===== src/hw/exirq_pkg.sv =====
package exirq_pkg;

	// register addresses on the special-function bus
	localparam logic [7:0] ADDR_TIMER_CONTROL = 8'h88;
	localparam logic [7:0] ADDR_PIN_CONFIG = 8'hE4;
	localparam logic [7:0] ADDR_PRIORITY_TWO = 8'hF7;

	// reset values
	localparam logic [7:0] RST_PIN_CONFIG = 8'h01;
	localparam logic [7:0] RST_PRIORITY_TWO = 8'h00;
	localparam logic [1:0] RST_EDGE_MODE = 2'h0;
	localparam logic [7:0] RST_READ_DATA = 8'h00;
	localparam logic [7:0] RST_PIN_SYNC = 8'hFF;

	// timer control register fields held here (the timer bits live elsewhere)
	localparam int BIT_EDGE_A = 0;
	localparam int BIT_PEND_A = 1;
	localparam int BIT_EDGE_B = 2;
	localparam int BIT_PEND_B = 3;

	// pin configuration register fields
	localparam int SEL_A_LSB = 0;
	localparam int BIT_POL_A = 3;
	localparam int SEL_B_LSB = 4;
	localparam int BIT_POL_B = 7;
	localparam int SEL_W = 3;

	// second extended priority register fields
	localparam int BIT_PRIO_CIPHER = 7;
	localparam int BIT_PRIO_ENCODER = 6;
	localparam int BIT_PRIO_DMA = 5;
	localparam int BIT_PRIO_PULSE = 4;
	localparam int BIT_PRIO_SPI1 = 3;
	localparam int BIT_PRIO_RTC_FAIL = 2;
	localparam int BIT_PRIO_MATCH = 1;
	localparam int BIT_PRIO_WARN = 0;

	// sensitivity and polarity decode of one input
	typedef enum logic [3:0] {
		EXIRQ_EDGE_LOW = 4'h1,
		EXIRQ_EDGE_HIGH = 4'h2,
		EXIRQ_LEVEL_LOW = 4'h4,
		EXIRQ_LEVEL_HIGH = 4'h8
	} exirq_mode_e;

	function automatic exirq_mode_e exirq_mode_decode(input logic edge_mode, input logic pol);
		case ({edge_mode, pol})
			2'b10: exirq_mode_decode = EXIRQ_EDGE_LOW;
			2'b11: exirq_mode_decode = EXIRQ_EDGE_HIGH;
			2'b00: exirq_mode_decode = EXIRQ_LEVEL_LOW;
			default: exirq_mode_decode = EXIRQ_LEVEL_HIGH;
		endcase
	endfunction : exirq_mode_decode

endpackage : exirq_pkg


===== src/hw/exirq_chan_if.sv =====
`timescale 1ns/1ps
interface exirq_chan_if;
	logic pin_level;   // synchronised selected pin
	logic edge_mode;   // 1 edge, 0 level
	logic active_high; // polarity
	logic vector_ack;  // cpu vectors to this service routine
	logic sw_wr;       // software writes the pending bit
	logic sw_value;    // value written
	logic pending;     // pending flag

	modport ctrl(output pin_level, output edge_mode, output active_high, output vector_ack,
		output sw_wr, output sw_value, input pending);
	modport chan(input pin_level, input edge_mode, input active_high, input vector_ack,
		input sw_wr, input sw_value, output pending);
endinterface : exirq_chan_if


===== src/hw/exirq_channel.sv =====
`timescale 1ns/1ps
module exirq_channel (
	input wire logic clk,    // system clock
	input wire logic rst_b,  // async reset, active low
	input wire logic clk_en, // freezes state while low
	exirq_chan_if.chan ch    // config in, pending out
);
	import exirq_pkg::*;

	exirq_mode_e mode;
	logic active;
	logic prev_active;
	logic edge_seen;
	logic next_pending;
	logic pend_q;

	// polarity and sensitivity decode
	always_comb begin
		mode = exirq_mode_decode(ch.edge_mode, ch.active_high);
		case (mode)
			EXIRQ_EDGE_LOW, EXIRQ_LEVEL_LOW: active = ~ch.pin_level;
			EXIRQ_EDGE_HIGH, EXIRQ_LEVEL_HIGH: active = ch.pin_level;
			default: active = 1'b0;
		endcase
	end

	// previous level resets active so a pin held active at reset raises no edge
	always_ff @(posedge clk or negedge rst_b) begin
		if (!rst_b) begin
			prev_active <= 1'b1;
		end else if (clk_en) begin
			prev_active <= active;
		end
	end

	assign edge_seen = active & ~prev_active;

	// pending flag: a new edge wins over any clear in the same cycle
	always_comb begin
		next_pending = pend_q;
		if (!ch.edge_mode) begin
			next_pending = active;
		end else if (edge_seen) begin
			next_pending = 1'b1;
		end else if (ch.sw_wr) begin
			next_pending = ch.sw_value;
		end else if (ch.vector_ack) begin
			next_pending = 1'b0;
		end
	end

	always_ff @(posedge clk or negedge rst_b) begin
		if (!rst_b) begin
			pend_q <= 1'b0;
		end else if (clk_en) begin
			pend_q <= next_pending;
		end
	end

	assign ch.pending = pend_q;

	level_follow_a: assert property (@(posedge clk) disable iff (!rst_b)
		clk_en && !ch.edge_mode |=> pend_q == $past(active))
		else $error("level pending does not follow input");
	edge_set_a: assert property (@(posedge clk) disable iff (!rst_b)
		clk_en && ch.edge_mode && active && !prev_active |=> pend_q)
		else $error("edge did not set pending");
	edge_ack_a: assert property (@(posedge clk) disable iff (!rst_b)
		clk_en && ch.edge_mode && ch.vector_ack && !edge_seen && !ch.sw_wr |=> !pend_q)
		else $error("vectoring did not clear edge pending");
	polarity_low_a: assert property (@(posedge clk) disable iff (!rst_b)
		clk_en && !ch.edge_mode && !ch.active_high && !ch.pin_level |=> pend_q)
		else $error("active low level not seen");
	pend_freeze_a: assert property (@(posedge clk) disable iff (!rst_b)
		!clk_en |=> $stable(pend_q))
		else $error("pending moved while frozen");

endmodule : exirq_channel


===== src/hw/exirq_top.sv =====
`timescale 1ns/1ps
// Overview of operation
// - bit 7 sets cipher engine priority
// - bit 6 sets encoder priority
// - bit 5 sets dma priority
// - bit 4 sets pulse counter priority
// - bit 3 sets second spi priority
// - bit 2 sets rtc oscillator-fail priority
// - bit 1 sets port match priority
// - bit 0 sets supply warning priority
// - each input: own polarity and sensitivity
// - sense and polarity bits decode four modes
// - selected pin watched regardless of crossbar
// - skipped pin belongs to interrupt alone
// - pending flags at control bits 1, 3
// - vectoring clears edge-mode pending flag
// - level mode pending follows active input
// - select codes map port pins
// - polarity bits 7 and 3, zero low
module exirq_top (
	input wire logic clk,                  // system clock, 50 MHz
	input wire logic rst_b,                // async reset, active low
	input wire logic clk_en,               // freezes state while low
	input wire logic [7:0] sfr_addr,       // register address
	input wire logic sfr_wr,               // write strobe
	input wire logic sfr_rd,               // read strobe
	input wire logic [7:0] sfr_wdata,      // write data
	output logic [7:0] sfr_rdata,          // read data, one cycle after strobe
	input wire logic [5:0] port0_pins,     // port 0 pins 0..5
	input wire logic [7:6] port1_pins,     // port 1 pins 6..7
	input wire logic [5:0] skip_p0,        // crossbar skip bits, port 0
	input wire logic [7:6] skip_p1,        // crossbar skip bits, port 1
	input wire logic vector_ack_a,         // cpu vectors to input a routine
	input wire logic vector_ack_b,         // cpu vectors to input b routine
	output logic ext_irq_a_pending,        // pending flag, input a
	output logic ext_irq_b_pending,        // pending flag, input b
	output logic ext_irq_a_exclusive,      // selected pin a is skipped
	output logic ext_irq_b_exclusive,      // selected pin b is skipped
	output logic [7:0] source_priority     // priority bits to arbiter
);
	import exirq_pkg::*;

	logic [7:0] pin_meta;
	logic [7:0] pin_sync;
	logic [1:0] edge_mode;
	logic [7:0] ext_irq_pin_config;
	logic [7:0] extended_priority_two;
	logic [7:0] skip_all;
	logic [1:0] pol;
	logic [1:0] ack;
	logic [1:0] pend;
	logic [SEL_W-1:0] sel [2];
	logic wr_timer_control_reg;
	logic wr_pcfg;
	logic wr_prio;
	logic [7:0] next_rdata;

	// selected pin of the eight candidates; code order matches concatenation
	function automatic logic pin_pick(input logic [7:0] pins, input logic [SEL_W-1:0] code);
		pin_pick = pins[code];
	endfunction : pin_pick

	// register write decode
	assign wr_timer_control_reg = clk_en & sfr_wr & (sfr_addr == ADDR_TIMER_CONTROL);
	assign wr_pcfg = clk_en & sfr_wr & (sfr_addr == ADDR_PIN_CONFIG);
	assign wr_prio = clk_en & sfr_wr & (sfr_addr == ADDR_PRIORITY_TWO);

	// two-flop synchroniser; only the second stage is read by logic
	// resets high, the idle level of the default active-low inputs, so no false request
	always_ff @(posedge clk or negedge rst_b) begin
		if (!rst_b) begin
			pin_meta <= RST_PIN_SYNC;
			pin_sync <= RST_PIN_SYNC;
		end else if (clk_en) begin
			pin_meta <= {port1_pins, port0_pins};
			pin_sync <= pin_meta;
		end
	end

	// edge or level sensitivity bits of the timer control register
	always_ff @(posedge clk or negedge rst_b) begin
		if (!rst_b) begin
			edge_mode <= RST_EDGE_MODE;
		end else if (wr_timer_control_reg) begin
			edge_mode[0] <= sfr_wdata[BIT_EDGE_A];
			edge_mode[1] <= sfr_wdata[BIT_EDGE_B];
		end
	end

	// pin select and polarity register
	always_ff @(posedge clk or negedge rst_b) begin
		if (!rst_b) begin
			ext_irq_pin_config <= RST_PIN_CONFIG;
		end else if (wr_pcfg) begin
			ext_irq_pin_config <= sfr_wdata;
		end
	end

	// priority register; all eight bits writable so every source can be raised
	always_ff @(posedge clk or negedge rst_b) begin
		if (!rst_b) begin
			extended_priority_two <= RST_PRIORITY_TWO;
		end else if (wr_prio) begin
			extended_priority_two <= sfr_wdata;
		end
	end

	// field extraction
	assign pol[0] = ext_irq_pin_config[BIT_POL_A];
	assign pol[1] = ext_irq_pin_config[BIT_POL_B];
	assign sel[0] = ext_irq_pin_config[SEL_A_LSB +: SEL_W];
	assign sel[1] = ext_irq_pin_config[SEL_B_LSB +: SEL_W];
	assign ack = {vector_ack_b, vector_ack_a};
	assign skip_all = {skip_p1, skip_p0};

	// one detector per input; monitoring never drives the pin
	exirq_chan_if chan [2] ();
	generate
		for (genvar i = 0; i < 2; i++) begin : g_chan
			assign chan[i].pin_level = pin_pick(pin_sync, sel[i]);
			assign chan[i].edge_mode = edge_mode[i];
			assign chan[i].active_high = pol[i];
			assign chan[i].vector_ack = ack[i];
			assign chan[i].sw_wr = wr_timer_control_reg;
			assign chan[i].sw_value = sfr_wdata[(i == 0) ? BIT_PEND_A : BIT_PEND_B];
			assign pend[i] = chan[i].pending;
			exirq_channel u_chan (
				.clk(clk),
				.rst_b(rst_b),
				.clk_en(clk_en),
				.ch(chan[i])
			);
		end
	endgenerate

	assign ext_irq_a_pending = pend[0];
	assign ext_irq_b_pending = pend[1];
	assign source_priority = extended_priority_two;

	// crossbar told which selected pins are dedicated to the interrupt
	always_ff @(posedge clk or negedge rst_b) begin
		if (!rst_b) begin
			ext_irq_a_exclusive <= 1'b0;
			ext_irq_b_exclusive <= 1'b0;
		end else if (clk_en) begin
			ext_irq_a_exclusive <= pin_pick(skip_all, sel[0]);
			ext_irq_b_exclusive <= pin_pick(skip_all, sel[1]);
		end
	end

	// read mux; unmapped addresses and timer bits read as zero
	always_comb begin
		next_rdata = 8'h00;
		case (sfr_addr)
			ADDR_TIMER_CONTROL: begin
				next_rdata[BIT_EDGE_A] = edge_mode[0];
				next_rdata[BIT_PEND_A] = pend[0];
				next_rdata[BIT_EDGE_B] = edge_mode[1];
				next_rdata[BIT_PEND_B] = pend[1];
			end
			ADDR_PIN_CONFIG: next_rdata = ext_irq_pin_config;
			ADDR_PRIORITY_TWO: next_rdata = extended_priority_two;
			default: next_rdata = 8'h00;
		endcase
	end

	// read data held until the next read
	always_ff @(posedge clk or negedge rst_b) begin
		if (!rst_b) begin
			sfr_rdata <= RST_READ_DATA;
		end else if (clk_en && sfr_rd) begin
			sfr_rdata <= next_rdata;
		end
	end

	// priority bits follow the written byte one edge later
	cipher_prio_a: assert property (@(posedge clk) disable iff (!rst_b)
		wr_prio |=> source_priority[BIT_PRIO_CIPHER] == $past(sfr_wdata[BIT_PRIO_CIPHER]))
		else $error("cipher priority not taken");
	encoder_prio_a: assert property (@(posedge clk) disable iff (!rst_b)
		wr_prio && sfr_wdata[BIT_PRIO_ENCODER] |=> source_priority[BIT_PRIO_ENCODER])
		else $error("encoder priority not raised");
	dma_prio_a: assert property (@(posedge clk) disable iff (!rst_b)
		wr_prio && !sfr_wdata[BIT_PRIO_DMA] |=> !source_priority[BIT_PRIO_DMA])
		else $error("dma priority not lowered");
	pulse_prio_a: assert property (@(posedge clk) disable iff (!rst_b)
		!wr_prio |=> $stable(source_priority[BIT_PRIO_PULSE]))
		else $error("pulse counter priority moved without write");
	spi_prio_a: assert property (@(posedge clk) disable iff (!rst_b)
		wr_prio |=> source_priority[BIT_PRIO_SPI1] == $past(sfr_wdata[BIT_PRIO_SPI1]))
		else $error("spi priority not taken");
	rtc_prio_a: assert property (@(posedge clk) disable iff (!rst_b)
		clk_en && sfr_rd && sfr_addr == ADDR_PRIORITY_TWO
		|=> sfr_rdata[BIT_PRIO_RTC_FAIL] == $past(source_priority[BIT_PRIO_RTC_FAIL]))
		else $error("rtc priority readback wrong");
	match_prio_a: assert property (@(posedge clk) disable iff (!rst_b)
		wr_prio |=> source_priority[BIT_PRIO_MATCH] == $past(sfr_wdata[BIT_PRIO_MATCH]))
		else $error("port match priority not taken");
	warn_prio_a: assert property (@(posedge clk) disable iff (!rst_b)
		wr_prio && sfr_wdata[BIT_PRIO_WARN] |=> source_priority[BIT_PRIO_WARN] [*1])
		else $error("supply warning priority not raised");
	pend_read_a: assert property (@(posedge clk) disable iff (!rst_b)
		clk_en && sfr_rd && sfr_addr == ADDR_TIMER_CONTROL
		|=> sfr_rdata[BIT_PEND_A] == $past(pend[0]) && sfr_rdata[BIT_PEND_B] == $past(pend[1]))
		else $error("pending flags read at wrong bits");
	skip_map_a: assert property (@(posedge clk) disable iff (!rst_b)
		clk_en && sel[0] == 3'h6 |=> ext_irq_a_exclusive == $past(skip_p1[6]))
		else $error("dedicated flag wrong for code six");
	pin_sync_a: assert property (@(posedge clk) disable iff (!rst_b)
		clk_en ##1 clk_en |=> pin_sync[0] == $past(port0_pins[0], 2))
		else $error("synchronised pin lags wrongly");
	level_b_a: assert property (@(posedge clk) disable iff (!rst_b)
		clk_en && !edge_mode[1] && pol[1] && sel[1] == 3'h7 && pin_sync[7]
		|=> ext_irq_b_pending)
		else $error("level high on pin seven not pending");

	// priority bits move only on a write of their own register
	cipher_hold_a: assert property (@(posedge clk) disable iff (!rst_b)
		!wr_prio |=> $stable(source_priority[BIT_PRIO_CIPHER]))
		else $error("cipher priority moved without write");
	encoder_low_a: assert property (@(posedge clk) disable iff (!rst_b)
		wr_prio && !sfr_wdata[BIT_PRIO_ENCODER] |=> !source_priority[BIT_PRIO_ENCODER])
		else $error("encoder priority not lowered");
	dma_high_a: assert property (@(posedge clk) disable iff (!rst_b)
		wr_prio && sfr_wdata[BIT_PRIO_DMA] |=> source_priority[BIT_PRIO_DMA])
		else $error("dma priority not raised");
	pulse_take_a: assert property (@(posedge clk) disable iff (!rst_b)
		wr_prio |=> source_priority[BIT_PRIO_PULSE] == $past(sfr_wdata[BIT_PRIO_PULSE]))
		else $error("pulse counter priority not taken");
	spi_hold_a: assert property (@(posedge clk) disable iff (!rst_b)
		!wr_prio |=> $stable(source_priority[BIT_PRIO_SPI1]))
		else $error("spi priority moved without write");
	rtc_take_a: assert property (@(posedge clk) disable iff (!rst_b)
		wr_prio |=> source_priority[BIT_PRIO_RTC_FAIL] == $past(sfr_wdata[BIT_PRIO_RTC_FAIL]))
		else $error("rtc priority not taken");
	match_hold_a: assert property (@(posedge clk) disable iff (!rst_b)
		!wr_prio |=> $stable(source_priority[BIT_PRIO_MATCH]))
		else $error("port match priority moved without write");
	warn_low_a: assert property (@(posedge clk) disable iff (!rst_b)
		wr_prio && !sfr_wdata[BIT_PRIO_WARN] |=> !source_priority[BIT_PRIO_WARN])
		else $error("supply warning priority not lowered");
	prio_read_a: assert property (@(posedge clk) disable iff (!rst_b)
		clk_en && sfr_rd && sfr_addr == ADDR_PRIORITY_TWO
		|=> sfr_rdata == $past(source_priority))
		else $error("priority readback differs from arbiter copy");

	// configuration fields land where the sense and polarity decode expects them
	pol_a_take_a: assert property (@(posedge clk) disable iff (!rst_b)
		wr_pcfg |=> pol[0] == $past(sfr_wdata[BIT_POL_A]))
		else $error("input a polarity not taken");
	pol_b_take_a: assert property (@(posedge clk) disable iff (!rst_b)
		wr_pcfg |=> pol[1] == $past(sfr_wdata[BIT_POL_B]))
		else $error("input b polarity not taken");
	sel_take_a: assert property (@(posedge clk) disable iff (!rst_b)
		wr_pcfg |=> sel[0] == $past(sfr_wdata[SEL_A_LSB +: SEL_W])
		&& sel[1] == $past(sfr_wdata[SEL_B_LSB +: SEL_W]))
		else $error("pin select fields not taken");
	edge_take_a: assert property (@(posedge clk) disable iff (!rst_b)
		wr_timer_control_reg |=> edge_mode[0] == $past(sfr_wdata[BIT_EDGE_A])
		&& edge_mode[1] == $past(sfr_wdata[BIT_EDGE_B]))
		else $error("sensitivity bits not taken");
	cfg_read_a: assert property (@(posedge clk) disable iff (!rst_b)
		clk_en && sfr_rd && sfr_addr == ADDR_PIN_CONFIG
		|=> sfr_rdata == $past(ext_irq_pin_config))
		else $error("pin config readback wrong");
	edge_read_a: assert property (@(posedge clk) disable iff (!rst_b)
		clk_en && sfr_rd && sfr_addr == ADDR_TIMER_CONTROL
		|=> sfr_rdata[BIT_EDGE_A] == $past(edge_mode[0])
		&& sfr_rdata[BIT_EDGE_B] == $past(edge_mode[1]))
		else $error("sensitivity bits read at wrong place");
	timer_control_reg_upper_a: assert property (@(posedge clk) disable iff (!rst_b)
		clk_en && sfr_rd && sfr_addr == ADDR_TIMER_CONTROL |=> sfr_rdata[7:4] == 4'h0)
		else $error("timer bits not read as zero");

	// selected pin, dedication and freezing
	map_a_level_a: assert property (@(posedge clk) disable iff (!rst_b)
		clk_en && !edge_mode[0]
		|=> ext_irq_a_pending == ($past(pin_sync[sel[0]]) == $past(pol[0])))
		else $error("input a level does not follow selected pin");
	map_b_level_a: assert property (@(posedge clk) disable iff (!rst_b)
		clk_en && !edge_mode[1]
		|=> ext_irq_b_pending == ($past(pin_sync[sel[1]]) == $past(pol[1])))
		else $error("input b level does not follow selected pin");
	excl_a_map_a: assert property (@(posedge clk) disable iff (!rst_b)
		clk_en |=> ext_irq_a_exclusive == $past(skip_all[sel[0]]))
		else $error("input a dedicated flag wrong");
	excl_b_map_a: assert property (@(posedge clk) disable iff (!rst_b)
		clk_en |=> ext_irq_b_exclusive == $past(skip_all[sel[1]]))
		else $error("input b dedicated flag wrong");
	sync_b_a: assert property (@(posedge clk) disable iff (!rst_b)
		clk_en ##1 clk_en |=> pin_sync[7] == $past(port1_pins[7], 2))
		else $error("synchronised port 1 pin lags wrongly");
	sync_freeze_a: assert property (@(posedge clk) disable iff (!rst_b)
		!clk_en |=> $stable(pin_sync))
		else $error("synchroniser moved while frozen");
	cfg_freeze_a: assert property (@(posedge clk) disable iff (!rst_b)
		!clk_en |=> $stable(ext_irq_pin_config))
		else $error("pin config moved while frozen");
	excl_freeze_a: assert property (@(posedge clk) disable iff (!rst_b)
		!clk_en |=> $stable(ext_irq_a_exclusive) && $stable(ext_irq_b_exclusive))
		else $error("dedicated flags moved while frozen");
	rdata_hold_a: assert property (@(posedge clk) disable iff (!rst_b)
		!(clk_en && sfr_rd) |=> $stable(sfr_rdata))
		else $error("read data moved without a read");

endmodule : exirq_top


===== config.mk =====
export PLATFORM = sky130hd
export DESIGN_NAME = exirq_top
export DESIGN_NICKNAME = d
export VERILOG_FILES = /design/src/hw/exirq_pkg.sv /design/src/hw/exirq_chan_if.sv /design/src/hw/exirq_channel.sv /design/src/hw/exirq_top.sv
export SDC_FILE = /design/constraint.sdc
export NUM_CORES = 1
export LEC_CHECK = 0
export ABC_AREA = 1
export BUFFER_PORTS_ARGS = -buffer_cell sky130_fd_sc_hd__buf_2
export CORE_MARGIN = 4
export CORE_UTILIZATION = 37
export DETAILED_ROUTE_END_ITERATION = 16
export GPL_ROUTABILITY_DRIVEN = 0
export MAX_ROUTING_LAYER = met4
export REMOVE_ABC_BUFFERS = 1
export SLEW_MARGIN = 20
export SYNTH_ARGS = -nofsm -noshare
export SYNTH_HDL_FRONTEND = slang
export SYNTH_SLANG_ARGS = --single-unit

===== constraint.sdc =====
create_clock -name clk -period 1.9 [get_ports clk]
set_clock_uncertainty 0.2 [all_clocks]
set_input_delay 0.285 -clock clk [delete_from_list [all_inputs] [get_ports clk]]
set_output_delay 0.285 -clock clk [all_outputs]
set_load 0.02 [all_outputs]

==> flow_summary.json, run 1 <==
{
  "grt_setup_unrepaired": "no",
  "wl_per_cell_um": 13.2,
  "firstDrtPassIters": 5,
  "power.clock.fraction": 0.334,
  "syn_area_sq_um": 2450,
  "min_period_ns": 1.69,
  "remaining_drc_errors": 0,
  "nets": 431,
  "power_frac_seq": 0.516,
  "final.fill_count": 667,
  "busiest_layer": "met2",
  "ys_warn_count": 0,
  "timing.rr.end": "g_chan[1].u_chan.ch.pending$_DFFE_PN0P_",
  "drive_gt1_frac": 0.260,
  "wl_mm": 6.22,
  "swShare": 0.270,
  "chipHeight_um": 89.4,
  "ff2ff_path_depth": 10,
  "synth_seq_cells": 48,
  "slew_violations": 0,
  "maxCapViolCount": 0,
  "multi_input_area_sq_um": 1040,
  "synth_area_per_cell_sq_um": 7.69,
  "leakagePower_uw": 0.00162,
  "hpwl_mm": 4.66,
  "clkTransAtPathRegs_ns": 0.09,
  "ant_nets": 0,
  "p_sw_uw": 606,
  "cts_tree": "done",
  "first_iter_violations": 174,
  "synth.distinct_cells": 23,
  "hold_start": "sfr_wdata[5]",
  "finalSetupViolations": 0,
  "fmax_mhz": 592,
  "diodes": 0,
  "gr-usage-met2": 0.264,
  "power.density_nw_per_um2": 737,
  "port_buffers": 58,
  "grt_pass1_vias": 2249,
  "grt_start_max_net_pins": 49,
  "met3_usage": 0.0323,
  "grtUsageTotal": 0.177,
  "antenna_found_initial": 0,
  "cp-start-kind": "flop",
  "via_count": 2348,
  "htree_levels": 2,
  "dieArea_sq_um": 7990,
  "fin_ws_ns": 0.212,
  "grt_overflow": 0,
  "worst_hold_path.endpoint": "ext_irq_pin_config[5]$_DFFE_PN0P_",
  "tightest_slew_ns": 0.313,
  "reg2reg_from": "ext_irq_pin_config[4]$_DFFE_PN0P_",
  "hold_viol": 0,
  "cp.arrival_ns": 1.70,
  "use_met1": 0.246,
  "hold_depth": 3,
  "worstPathRequired_ns": 1.91,
  "p_int_uw": 1640,
  "area_delta_synth_final_pct": 24.1,
  "regArea_sq_um": 1230,
  "outcome": "finished, final reports clean",
  "grt_pass1_wl_mm": 10.6,
  "peakVddDrop_mv": 0.308,
  "die_width_um": 89.4,
  "hold_class": "in -> reg",
  "cts_root_buf": "clkbuf_8",
  "cts-buffers-inserted": 5,
  "worstSetupEndpointType": "flop",
  "start_util": 0.384,
  "r2r_slack_ns": 0.21,
  "slew_headroom": 0.791,
  "rows": 29,
  "crit_type": "reg -> reg",
  "post_synth_inst_count": 319,
  "top_level_ports": 59,
  "viasPerCell": 5.00,
  "clock_path_buffers": 2,
  "finalCritPeriodShare": 0.889,
  "pwr-share-comb": 0.150,
  "coreArea_sq_um": 6390,
  "cts.sinks": 48,
  "finalSetupTns_ns": 0,
  "place_ws_ns": 0.152,
  "yosysSeqAreaShare": 0.499,
  "clk_latency_ns": 0.30,
  "critPathMaxFanout": 11
}
-- cell families after synthesis --
kind of cell,Yosys count,synth area share
AND/OR/NAND/NOR,181,0.320
flip-flops,48,0.499
AO/OA/AOI/OAI,48,0.103
buffers and inverters,42,0.0770
-- cell usage in the layout (no fill, tap or decap), types with 2 or more instances in the layout --
| cell type | n |
|---|---|
| dlygate4sd3_1 | 10 |
| o221ai_1 | 2 |
| nand3_1 | 28 |
| inv_1 | 32 |
| nor2_4 | 3 |
| dfrtp_1 | 28 |
| buf_2 | 58 |
| dfstp_2 | 19 |
| o21ai_0 | 38 |
| a21oi_1 | 4 |
| nand2_2 | 3 |
| buf_4 | 5 |
| o22ai_1 | 4 |
| nor2_1 | 7 |
| clkbuf_8 | 5 |
| nand2_1 | 135 |
-- critical path: stages, from the launching register on --
cell	delay [ns]
dfrtp_2	0.48
inv_1	0.20
nand2_1	0.08
nand3_1	0.07
nand3_1	0.10
nand3_1	0.14
nand3_1	0.09
nand2_1	0.08
nand2_1	0.05
nand2_1	0.05
nand2_1	0.04
-- cell type report --
cell class                      instances  area share
Inverter                               34      0.0419
Timing Repair Buffer                   74       0.147
Clock buffer                            6      0.0238
Clock inverter                          2      0.0115
Multi-Input combinational cell        229       0.341
Tap cell                               77      0.0316
Sequential cell                        48       0.403
-- synth_stat cells --
library cell | n | area [sq um]
o221ai_1 | 2 | 17.5
o22ai_1 | 4 | 25.0
clkinv_1 | 1 | 3.75
nor3_1 | 1 | 5.00
nand2_2 | 3 | 18.8
buf_4 | 2 | 15.0
dfstp_2 | 19 | 499
nand2_4 | 1 | 11.3
inv_2 | 1 | 3.75
inv_1 | 32 | 120
nor3_2 | 1 | 10.0
o21ai_0 | 38 | 190
dfrtp_1 | 29 | 726
nor2_4 | 3 | 33.8
nor3b_2 | 1 | 12.5
nand2_1 | 135 | 507
buf_2 | 1 | 5.00
clkbuf_1 | 2 | 7.51
nand3_1 | 28 | 140
buf_6 | 3 | 33.8
a21oi_1 | 4 | 20.0
nor4_4 | 1 | 21.3
nor2_1 | 7 | 26.3
-- routing by layer --
layer	up-vias	wire length (um)
met1	1108	2960
met3	10	399
met2	69	2800
li1	1161	-
met5	-	0
met4	0	65
-- sequential cells by signal, summed over array words and instances, names as in the netlist --
name / count
ext_irq_a_exclusive: 1
g_chan.u_chan.ch.pending: 2
ext_irq_pin_config: 8
pin_sync: 8
source_priority: 8
ext_irq_b_exclusive: 1
g_chan.u_chan.prev_active: 2
pin_meta: 8
edge_mode: 2
sfr_rdata: 8
-- per-stage QoR --
stage	std cells	util	hold slack [ns]	total power, uW	instance area (sq um)
2_1_floorplan	311	-	-0.211	1340	2390
3_3_place_gp	449	0.440	0.0910	1490	2810
3_5_place_dp	449	0.440	0.0975	1500	2810
4_1_cts	467	0.473	0.000350	2260	3020
5_1_grt	470	0.477	0.0233	2370	3040
6_report	470	0.477	0.00507	2240	3040
-- power groups by stage --
stage               sequential [uW]  combinational [uW]  clock (uW)
finish                         1160                 337         748
global route                   1170                 388         811
CTS                            1160                 334         763
detailed placement             1180                 317           0
global placement               1180                 312           0
floorplan                      1190                 149           0
-- worst max path at each step --
| stage | from | end | slack [ns] | depth (start not counted) |
|---|---|---|---|---|
| after floorplan | ext_irq_pin_config[0]$_DFFE_PN1P_ | g_chan[0].u_chan.ch.pending$_DFFE_PN0P_ | 0.28 | 11 |
| after global placement | ext_irq_pin_config[4]$_DFFE_PN0P_ | g_chan[1].u_chan.ch.pending$_DFFE_PN0P_ | 0.18 | 11 |
| after detailed placement | ext_irq_pin_config[0]$_DFFE_PN1P_ | g_chan[0].u_chan.ch.pending$_DFFE_PN0P_ | 0.15 | 11 |
| after CTS | ext_irq_pin_config[0]$_DFFE_PN1P_ | g_chan[0].u_chan.ch.pending$_DFFE_PN0P_ | 0.14 | 11 |
| after global routing | ext_irq_pin_config[4]$_DFFE_PN0P_ | g_chan[1].u_chan.ch.pending$_DFFE_PN0P_ | 0.05 | 10 |
| final | ext_irq_pin_config[4]$_DFFE_PN0P_ | g_chan[1].u_chan.ch.pending$_DFFE_PN0P_ | 0.21 | 10 |
-- repair_timing --
| item | in CTS | in global routing |
|---|---|---|
| resized for setup | 0 | 1 |
| endpoints found under the setup margin | 0 | 2 |
| hold endpoints to repair | 38 | 0 |
| setup buffers | 0 | 3 |
| hold buffers | 10 | 0 |
Power figures use the tool's default switching activity.
==> run 2, diff against run 1 <==
==> constraint.sdc (replaced) <==
create_clock -name clk -period 1.65 [get_ports clk]
set_clock_uncertainty 0.2 [all_clocks]
set_input_delay 0.2475 -clock clk [delete_from_list [all_inputs] [get_ports clk]]
set_output_delay 0.2475 -clock clk [all_outputs]
set_load 0.02 [all_outputs]
==> flow_summary.json, run 2 (synthesized netlist as in run 1, its figures left out) <==
{
  "firstDrtPassIters": 4,
  "fmax_mhz": 604,
  "rows": 29,
  "hpwl_mm": 4.71,
  "hold_ws_ns": 0.0149,
  "clk_latency_ns": 0.30,
  "violations": "negative setup slack",
  "antenna_found_initial": 0,
  "peakVddDrop_mv": 0.396,
  "viasPerCell": 4.83,
  "dieArea_sq_um": 7990,
  "cts_root_buf": "clkbuf_8",
  "start_util": 0.384,
  "grt_pass1_vias": 2399,
  "cp-start-kind": "flop",
  "nets": 445,
  "cp.arrival_ns": 1.65,
  "reg2reg_from": "ext_irq_pin_config[0]$_DFFE_PN1P_",
  "finalSetupViolations": 1,
  "port_buffers": 58,
  "htree_levels": 2,
  "cts.sinks": 48,
  "final.fill_count": 652,
  "final_cell_mix": "nand2_1 (127), buf_2 (58), o21ai_0 (38)",
  "power.density_nw_per_um2": 804,
  "slew_headroom": 0.805,
  "grt_pass1_wl_mm": 10.6,
  "coreArea_sq_um": 6390,
  "leakagePower_uw": 0.00170,
  "tightest_slew_ns": 0.292,
  "die_width_um": 89.4,
  "cpPeakStageDelay_ns": 0.60,
  "remaining_drc_errors": 0,
  "wl_mm": 6.27,
  "grtUsageTotal": 0.177,
  "ant_nets": 0,
  "wl_per_cell_um": 12.9,
  "clkTransAtPathRegs_ns": 0.09,
  "top_level_ports": 59,
  "power_uw": 2630,
  "grt_start_max_net_pins": 49,
  "worstSetupEndpointType": "flop",
  "top_layer": "met4",
  "first_iter_violations": 118,
  "hold_class": "in -> reg",
  "worstPathRequired_ns": 1.64,
  "layout_commonest_cell": "nand2_1",
  "finalCritPeriodShare": 1.00,
  "cts-buffers-inserted": 5,
  "setup.worst_path.start": "ext_irq_pin_config[0]$_DFFE_PN1P_",
  "via_count": 2339,
  "wl_met1_mm": 2.73,
  "min_period_ns": 1.66,
  "fin_ws_ns": -0.00680,
  "crit_chain": "buf_6, nand2_2, nand3_1, nand3_2, nand3_2, nand3_2, nand2_2, nand2_1, nand2_1, nand2_1",
  "hold_viol": 0,
  "cts_tree": "done",
  "slew_violations": 0,
  "slowest_stage": "dfstp_2",
  "diodes": 0,
  "wl_met3_um": 394,
  "crit_family": "simple AND/OR/NAND/NOR gates",
  "clock_path_buffers": 2,
  "crit_type": "reg -> reg",
  "maxCapViolCount": 0,
  "drive_gt1_frac": 0.344,
  "chipHeight_um": 89.4,
  "critPathMaxFanout": 5,
  "hold_start": "sfr_wdata[1]",
  "outcome": "finished with violations",
  "wl_met2_mm": 3.09,
  "grt_overflow": 0,
  "path_buf_inv": 1,
  "area_delta_synth_final_pct": 33.3,
  "finalSetupTns_ns": -0.00680,
  "grt_setup_unrepaired": "yes"
}
[run 2: changes by cell type in the layout (fill, tap and decap cells not counted), sizes merged]
| cell | before | now |
|---|---|---|
| buf | 64 | 72 |
| dlygate4sd3 | 10 | 16 |
[run 2: metrics by stage]
stage	util	instance area (sq um)	setup WS, ns	cells
final	0.512	3270	-0.00680	484
after global routing	0.512	3270	-0.134	484
after CTS	0.495	3160	0.000281	484
after detailed placement	0.452	2890	-0.0429	459
after global placement	0.452	2890	0.0243	459
after floorplan	-	2390	0.0277	311
[run 2: worst paths after layout]
| kind | endpoint | cells after the start | slack, ns |
|---|---|---|---|
| max | g_chan[0].u_chan.ch.pending$_DFFE_PN0P_ | 10 | -0.007 |
| min | ext_irq_pin_config[1]$_DFFE_PN0P_ | 3 | 0.01 |
| max reg2reg | g_chan[0].u_chan.ch.pending$_DFFE_PN0P_ | 10 | -0.007 |
| min reg2reg | pin_meta[5]$_DFFE_PN1P_ | 2 | 0.27 |
| max in group asynchronous | pin_sync[7]$_DFFE_PN1P_ | 3 | 0.71 |
| min in group asynchronous | edge_mode[0]$_DFFE_PN0P_ | 3 | 0.25 |
[run 2: area by class of cell]
type,count,area [sq um],area share
Clock inverter,2,35.0,0.0107
Inverter,34,130,0.0398
Clock buffer,6,72.6,0.0222
Multi-Input combinational cell,229,1130,0.347
Sequential cell,48,1220,0.375
Timing Repair Buffer,88,576,0.176
Tap cell,77,96.3,0.0295
[run 2: per-layer routing]
| layer | up-vias | track usage |
|---|---|---|
| met1 | 1091 | 0.225 |
| met3 | 6 | 0.0415 |
| met2 | 58 | 0.288 |
| met4 | 0 | 0.0406 |
| met5 | - | - |
| li1 | 1184 | - |
[run 2: worst register-to-register path, stage by stage, from the launching register on]
cell     delay [ns]
dfstp_2        0.60
buf_6          0.12
nand2_2        0.05
nand3_1        0.08
nand3_2        0.11
nand3_2        0.10
nand3_2        0.08
nand2_2        0.07
nand2_1        0.05
nand2_1        0.06
nand2_1        0.04
[run 2: power by group]
part	switching [uW]	total, uW	internal [uW]
logic	268	446	178
registers	48.5	1340	1290
clock network	396	847	450
total	713	2630	1920
[run 2: repair_timing]
action | in CTS | in global routing
pin swaps | 2 | 11
hold buffers | 16 | 0
endpoints found under the hold margin | 69 | 0
endpoints found under the setup margin | 1 | 4
buffers inserted | 1 | 1
resized for setup | 1 | 34
